$ cat src/rtl/arsf_pkg.sv
// constants for the converter result and status flag block
package arsf_pkg;
    localparam int ARSF_NCH = 4;
    localparam int ARSF_DW = 10;
    localparam int ARSF_AW = 4;
    localparam int ARSF_CW = 2;
    // register offsets (word addresses)
    localparam logic [ARSF_AW-1:0] ARSF_OFF_CTRL = 4'h0;
    localparam logic [ARSF_AW-1:0] ARSF_OFF_MODE = 4'h1;
    localparam logic [ARSF_AW-1:0] ARSF_OFF_CHEN = 4'h2;
    localparam logic [ARSF_AW-1:0] ARSF_OFF_CHDIS = 4'h3;
    localparam logic [ARSF_AW-1:0] ARSF_OFF_STATUS = 4'h4;
    localparam logic [ARSF_AW-1:0] ARSF_OFF_LAST = 4'h5;
    localparam logic [ARSF_AW-1:0] ARSF_OFF_IEN = 4'h6;
    localparam logic [ARSF_AW-1:0] ARSF_OFF_ICLR = 4'h7;
    localparam logic [ARSF_AW-1:0] ARSF_OFF_CHSR = 4'h8;
    localparam logic [ARSF_AW-1:0] ARSF_OFF_RES0 = 4'hc;
    // field positions
    localparam int ARSF_CTRL_START = 1;
    localparam int ARSF_MODE_SLEEP = 0;
    localparam int ARSF_ST_DONE = 0;
    localparam int ARSF_ST_OVR = 4;
    localparam int ARSF_ST_RDY = 8;
    localparam int ARSF_ST_GOVR = 9;
    localparam int ARSF_ST_SLEEP = 10;
    localparam int ARSF_EV_W = 3;
    localparam int ARSF_EV_RDY = 0;
    localparam int ARSF_EV_GOVR = 1;
    localparam int ARSF_EV_OVR = 2;
    localparam int ARSF_LAST_CH = 12;
    localparam logic [31:0] ARSF_ZERO = 32'h0000_0000;
endpackage

$ cat src/rtl/arsf_chan.sv
// one channel's result holder and done/overrun flags
`timescale 1ns/1ps
`default_nettype none
module arsf_chan
    import arsf_pkg::*;
(
    // clock and reset
    input wire logic ref_clk_in,
    input wire logic rst_in,
    // events
    input wire logic store_in,
    input wire logic [ARSF_DW-1:0] data_in,
    input wire logic read_in,
    input wire logic status_read_in,
    // state
    output logic done_out,
    output logic ovr_out,
    output logic [ARSF_DW-1:0] result_out
);
    logic ovr_clear;
    // overrun reset on status read ignores a coinciding done set
    assign ovr_clear = status_read_in && !done_out;

    always_ff @(posedge ref_clk_in or posedge rst_in) begin
        if (rst_in) begin
            done_out <= 1'b0;
            ovr_out <= 1'b0;
            result_out <= '0;
        end else begin
            // set wins over clear of the same flag
            done_out <= store_in | (done_out & ~read_in);
            ovr_out <= (store_in & done_out) | (ovr_out & ~ovr_clear);
            if (store_in) begin
                result_out <= data_in;
            end
        end
    end
endmodule
`default_nettype wire

$ cat src/rtl/arsf_top.sv
// status flags and result registers of the converter
//
// Decided for this implementation: the strobed register port and the register offsets.
`timescale 1ns/1ps
`default_nettype none
// Operation
// - Data-ready clears only on last-result read, not per-channel reads.
// - Last-result read with end of disabled channel never sets data-ready.
// - Channel read during enabled channel's end still sets data-ready.
// - Disable coinciding with end stores result and raises data-ready.
// - Status read during end still clears or sets general overrun.
// - Channel read during end sets general overrun when data-ready pending.
// - Disable during end with flags set raises general and channel overrun.
// - Status read resets channel overrun once done cleared, despite new end.
// - Channel or last-result read clears that channel's done flag.
// - Disabled channel never raises done; software ignores disabled done flags.
// - Channel read clears only that channel's done flag.
// - Sleep picked while idle takes effect at end of next conversion.
module arsf_top
    import arsf_pkg::*;
(
    // clock and reset
    input wire logic ref_clk_in,
    input wire logic rst_in,
    // register port
    input wire logic [ARSF_AW-1:0] addr_in,
    input wire logic [31:0] wdata_in,
    input wire logic wr_in,
    input wire logic rd_in,
    output logic [31:0] rdata_out,
    // conversion core
    input wire logic eoc_in,
    input wire logic [ARSF_CW-1:0] eoc_ch_in,
    input wire logic [ARSF_DW-1:0] eoc_data_in,
    input wire logic busy_in,
    output logic start_out,
    output logic [ARSF_NCH-1:0] chan_en_out,
    output logic sleep_out,
    // interrupt
    output logic irq_out
);
    // ------------------------------------------------------------
    // decode
    // ------------------------------------------------------------
    logic [ARSF_NCH-1:0] chen_reg, chen_next;
    logic mode_sleep_reg;
    logic sleep_reg;
    logic rdy_reg, govr_reg;
    logic [ARSF_CW-1:0] last_ch_reg;
    logic [ARSF_DW-1:0] last_reg;
    logic [ARSF_EV_W-1:0] ist_reg, ien_reg;
    logic start_reg;
    logic [31:0] rdata_reg;
    logic [ARSF_NCH-1:0] done, ovr, store, chan_rd;
    logic [ARSF_DW-1:0] res [ARSF_NCH];

    wire wr_ctrl = wr_in && addr_in == ARSF_OFF_CTRL;
    wire wr_mode = wr_in && addr_in == ARSF_OFF_MODE;
    wire wr_chen = wr_in && addr_in == ARSF_OFF_CHEN;
    wire wr_chdis = wr_in && addr_in == ARSF_OFF_CHDIS;
    wire wr_ien = wr_in && addr_in == ARSF_OFF_IEN;
    wire wr_iclr = wr_in && addr_in == ARSF_OFF_ICLR;
    wire rd_status = rd_in && addr_in == ARSF_OFF_STATUS;
    wire rd_last = rd_in && addr_in == ARSF_OFF_LAST;
    wire rd_chan = rd_in && addr_in[ARSF_AW-1:ARSF_CW] == ARSF_OFF_RES0[ARSF_AW-1:ARSF_CW];
    wire [ARSF_CW-1:0] rd_ch = addr_in[ARSF_CW-1:0];

    // ------------------------------------------------------------
    // channel enable
    // ------------------------------------------------------------
    // enable state takes effect next cycle; the end sample uses the old mask
    always_comb begin
        chen_next = chen_reg;
        if (wr_chen) begin
            chen_next = chen_next | wdata_in[ARSF_NCH-1:0];
        end
        if (wr_chdis) begin
            chen_next = chen_next & ~wdata_in[ARSF_NCH-1:0];
        end
    end

    // a disable coinciding with the end still lets the result land
    wire eoc_valid = eoc_in && chen_reg[eoc_ch_in];

    // ------------------------------------------------------------
    // channels
    // ------------------------------------------------------------
    genvar g;
    generate
        for (g = 0; g < ARSF_NCH; g++) begin : g_ch
            assign store[g] = eoc_valid && eoc_ch_in == g;
            // only the addressed channel or the last stored one clears
            assign chan_rd[g] = (rd_chan && rd_ch == g) || (rd_last && last_ch_reg == g);
            arsf_chan u_ch (
                .ref_clk_in(ref_clk_in),
                .rst_in(rst_in),
                .store_in(store[g]),
                .data_in(eoc_data_in),
                .read_in(chan_rd[g]),
                .status_read_in(rd_status),
                .done_out(done[g]),
                .ovr_out(ovr[g]),
                .result_out(res[g])
            );
        end
    endgenerate

    // ------------------------------------------------------------
    // data-ready and general overrun
    // ------------------------------------------------------------
    // per-channel reads leave data-ready alone
    wire rdy_next = eoc_valid | (rdy_reg & ~rd_last);
    // new overrun judged against the pending flag regardless of other reads
    wire govr_set = eoc_valid && rdy_reg;
    wire govr_next = govr_set | (govr_reg & ~rd_status);

    // ------------------------------------------------------------
    // sleep
    // ------------------------------------------------------------
    // sleep only lands at the end of a conversion; idle selection waits
    wire sleep_next = mode_sleep_reg ? (sleep_reg | (eoc_in & busy_in) | (sleep_reg & ~start_reg)) : 1'b0;

    // ------------------------------------------------------------
    // interrupt events
    // ------------------------------------------------------------
    wire [ARSF_EV_W-1:0] ev = {|(store & done), govr_set, eoc_valid};
    wire [ARSF_EV_W-1:0] ist_next = ev | (ist_reg & ~({ARSF_EV_W{wr_iclr}} & wdata_in[ARSF_EV_W-1:0]));

    // ------------------------------------------------------------
    // read mux
    // ------------------------------------------------------------
    logic [31:0] rmux;
    always_comb begin
        rmux = ARSF_ZERO;
        if (rd_chan) begin
            rmux[ARSF_DW-1:0] = res[rd_ch];
        end else begin
            case (addr_in)
                ARSF_OFF_MODE: rmux[ARSF_MODE_SLEEP] = mode_sleep_reg;
                ARSF_OFF_CHSR: rmux[ARSF_NCH-1:0] = chen_reg;
                ARSF_OFF_STATUS: begin
                    rmux[ARSF_ST_DONE +: ARSF_NCH] = done;
                    rmux[ARSF_ST_OVR +: ARSF_NCH] = ovr;
                    rmux[ARSF_ST_RDY] = rdy_reg;
                    rmux[ARSF_ST_GOVR] = govr_reg;
                    rmux[ARSF_ST_SLEEP] = sleep_reg;
                end
                ARSF_OFF_LAST: begin
                    rmux[ARSF_DW-1:0] = last_reg;
                    rmux[ARSF_LAST_CH +: ARSF_CW] = last_ch_reg;
                end
                ARSF_OFF_IEN: rmux[ARSF_EV_W-1:0] = ien_reg;
                ARSF_OFF_ICLR: rmux[ARSF_EV_W-1:0] = ist_reg;
                default: rmux = ARSF_ZERO;
            endcase
        end
    end

    // ------------------------------------------------------------
    // registers
    // ------------------------------------------------------------
    always_ff @(posedge ref_clk_in or posedge rst_in) begin
        if (rst_in) begin
            chen_reg <= '0;
            mode_sleep_reg <= 1'b0;
            sleep_reg <= 1'b0;
            rdy_reg <= 1'b0;
            govr_reg <= 1'b0;
            last_ch_reg <= '0;
            last_reg <= '0;
            ist_reg <= '0;
            ien_reg <= '0;
            start_reg <= 1'b0;
            rdata_reg <= ARSF_ZERO;
            irq_out <= 1'b0;
        end else begin
            chen_reg <= chen_next;
            rdy_reg <= rdy_next;
            govr_reg <= govr_next;
            sleep_reg <= sleep_next;
            ist_reg <= ist_next;
            irq_out <= |(ist_next & ien_reg);
            start_reg <= wr_ctrl && wdata_in[ARSF_CTRL_START];
            rdata_reg <= rd_in ? rmux : ARSF_ZERO;
            if (wr_mode) begin
                mode_sleep_reg <= wdata_in[ARSF_MODE_SLEEP];
            end
            if (wr_ien) begin
                ien_reg <= wdata_in[ARSF_EV_W-1:0];
            end
            if (eoc_valid) begin
                last_reg <= eoc_data_in;
                last_ch_reg <= eoc_ch_in;
            end
        end
    end

    assign rdata_out = rdata_reg;
    assign start_out = start_reg;
    assign chan_en_out = chen_reg;
    assign sleep_out = sleep_reg;
endmodule
`default_nettype wire

$ cat config.mk
export PLATFORM = sky130hd
export DESIGN_NAME = arsf_top
export DESIGN_NICKNAME = d
export VERILOG_FILES = /design/src/rtl/arsf_pkg.sv /design/src/rtl/arsf_chan.sv /design/src/rtl/arsf_top.sv
export SDC_FILE = /design/constraint.sdc
export NUM_CORES = 1
export LEC_CHECK = 0
export ABC_AREA = 1
export BUFFER_PORTS_ARGS = -buffer_cell sky130_fd_sc_hd__buf_2
export CAP_MARGIN = 20
export CORE_UTILIZATION = 35
export DETAILED_ROUTE_END_ITERATION = 7
export PLACE_DENSITY = 0.59
export SETUP_SLACK_MARGIN = 0.2
export SLEW_MARGIN = 40
export SYNTH_ARGS = -nofsm -noshare
export SYNTH_HDL_FRONTEND = slang
export SYNTH_SLANG_ARGS = --single-unit
$ cat constraint.sdc
create_clock -name ref_clk_in -period 2.8 [get_ports ref_clk_in]
set_clock_uncertainty 0.05 [all_clocks]
set_input_delay 0.14 -clock ref_clk_in [delete_from_list [all_inputs] [get_ports ref_clk_in]]
set_output_delay 0.14 -clock ref_clk_in [all_outputs]
set_load 0.005 [all_outputs]
==> run summary <==
synthesized area per cell - 8.84 um2
average wire per standard cell - 14.9 um
number of DRC markers in iteration 0 - 271
flop-to-flop setup slack - 1.03 ns
synthesis-to-finish area growth - 16.2%
vias per inst - 5.05
met1 WL - 4.53 mm
routed wl met3 - 530 um
nets@finish - 560
die height - 110 um
hold path cells - 3
CTS tree - built
Pleak - 0.00234 uW
CP Capture Type - flop
Die Width - 110 um
CTS buffer count - 9
Post-synth ARST share - 100%
register area share after synthesis - 54.9%
# H-tree levels - 3
CP required - 3.03 ns
arrival time worst endpoint - 1.99 ns
Synth Register Bits - 89
CP Max Fanout - 22
initial antenna violation count - 0
RSZ-0062 raised after global routing - false
antenna cells - 0
r2r worst-path depth - 10
Yosys top cell area share - 54.9%
Worst Hold End - sleep_out
filler cell count - 1105
Finish-stage setup viols - 0
synth warn - 0
PD cells - 733 nW/um2
min-delay src - busy_in
headroom to the max-slew limit - 53.0%
Layout Utilization - 42.5%
worst skew pair latency - 0.34 ns
CP Launch Type - flop
post-CTS setup buffer count - 0
number of synthesized flops with an enable pin - 0
# DRC - 0
status - finished clean
CTS max path bufs - 2
total of max-cap violations - 0
top sig layer - met4
Pre-antenna DRT Iters - 4
num rows - 38
Post-Route WL - 9.69 mm
first-pass GRT wire length - 15.9 mm
largest net degree at the start of global routing - 51
IO Port Bufs - 45
DR vias - 3281
wire length on met2 - 4.45 mm
cells after synthesis - 459
Synth area leaders - dfrtp_1 (55%), nand2_1 (9.6%), o21ai_0 (7.4%)
maximum vdd drop - 401 uV
clk root buf - clkbuf_16
post-synth cell types - 30
worst r2r dst - irq_out
Core Region - 11100 um2
type of the worst min-delay path - in -> reg
# clock sinks - 89
Final Max Tran Viols - 0
top post-synthesis cells by count - nand2_1 (104), dfrtp_1 (89), o21ai_0 (60)
Clock transition at path regs - 0.06 ns
Total GRT Usage - 17.6%
endpoints failing hold - 0
cell with the most instances after synthesis - nand2_1
Post-synth top flop - dfrtp_1
top cell type by total area after synthesis - dfrtp_1
Starting Density - 36.6%
max reg flops - 40
type of the worst setup path - reg -> reg
sequential cell area - 2230 um2
Final TNS setup - 0 ns
hold_buf cts - 5
crit path time final - 1.77 ns
worst slew pin tran - 0.704 ns
I/O pin cnt - 93
post-CTS sizing - 0
total grt overflow - 0
GPL Wtd Cong - 0.863
layout cells sized above 1 - 19.6%
die area - 12000 um2
fmax - 566 MHz
antenna viol nets, final - 0
total power - 3450 uW
HPWL Detailed - 6.66 mm
Mapped Area - 4060 um2
area occupied by multi-input gates - 1520 um2
vias in the first global route - 3131
final period utilization - 63.2%
==> worst max-delay path, cell delays in order (launching register included) <==
cell,delay [ns]
dfrtp_1,0.43
nand2_1,0.07
nand2_1,0.06
nand2_1,0.08
nand2_4,0.12
nand3_2,0.39
nor2_2,0.24
nor2_1,0.09
nand2_1,0.08
nand2_1,0.05
nand2_1,0.05
==> how the worst max path moves through the flow <==
stage,from,end,slack [ns],depth (start not counted)
floorplan,rst_in,async pin,0.30,1
global placement,addr_in[1],g_ch[1].u_ch.done_out,1.05,7
detailed placement,addr_in[1],g_ch[3].u_ch.done_out,1.01,7
CTS,flop,irq_out,1.02,10
global route,flop,irq_out,0.89,10
finish,flop,irq_out,1.03,10
==> power breakdown <==
group          leakage [uW]  total [uW]  internal, uW  switching, uW
combinational       0.00110         507           204            303
clock              0.000148        1280           781            496
sequential          0.00109        1670          1520            147
==> cell families after synthesis <==
kind of cell,count (synthesis),share of synthesized area [%]
other,1,0.0924
buffers and inverters,77,9.31
AND/OR/NAND/NOR,185,20.7
AO/OA/AOI/OAI,107,15.0
flip-flops,89,54.9
==> placed cells by master (no fill, tap or decap), drive strengths merged, types with 6 or more instances in the layout <==
| cell type | netlist | routed |
|---|---|---|
| buf | 33 | 49 |
| nand4 | 10 | 10 |
| nor3 | 6 | 6 |
| clkbuf | 3 | 9 |
| dfrtp | 89 | 89 |
| a211oi | 6 | 6 |
| or2 | 24 | 24 |
| a221oi | 6 | 6 |
| nand2 | 108 | 108 |
| nor2 | 23 | 23 |
| nand3 | 14 | 14 |
| o21ai | 77 | 77 |
| inv | 41 | 41 |
| conb | 1 | 19 |
==> final cells by class <==
class / count / share of cell area (%)
clock buffer: 9 / 4.78
clock inverter: 6 / 1.96
inverter: 41 / 3.29
multi-input combinational: 311 / 32.3
sequential: 89 / 47.3
tap: 140 / 3.72
timing repair buffer: 54 / 6.74
==> per-layer routing <==
metal,vias up,track usage (%)
met5,-,0
li1,1575,-
met4,0,6.95
met3,14,2.07
met1,1563,24.4
met2,129,28.0
==> per-stage QoR <==
stage          hold slack [ns]  setup slack [ns]  std cells  cell area (um2)
3_5_place_dp             0.223              1.01        630             4350
6_report                0.0150              1.03        650             4710
3_3_place_gp             0.213              1.05        630             4350
4_1_cts                 0.0126              1.02        650             4710
2_1_floorplan            0.201             0.303        477             4130
5_1_grt                 0.0273             0.893        650             4710
Power figures use the tool's default switching activity.
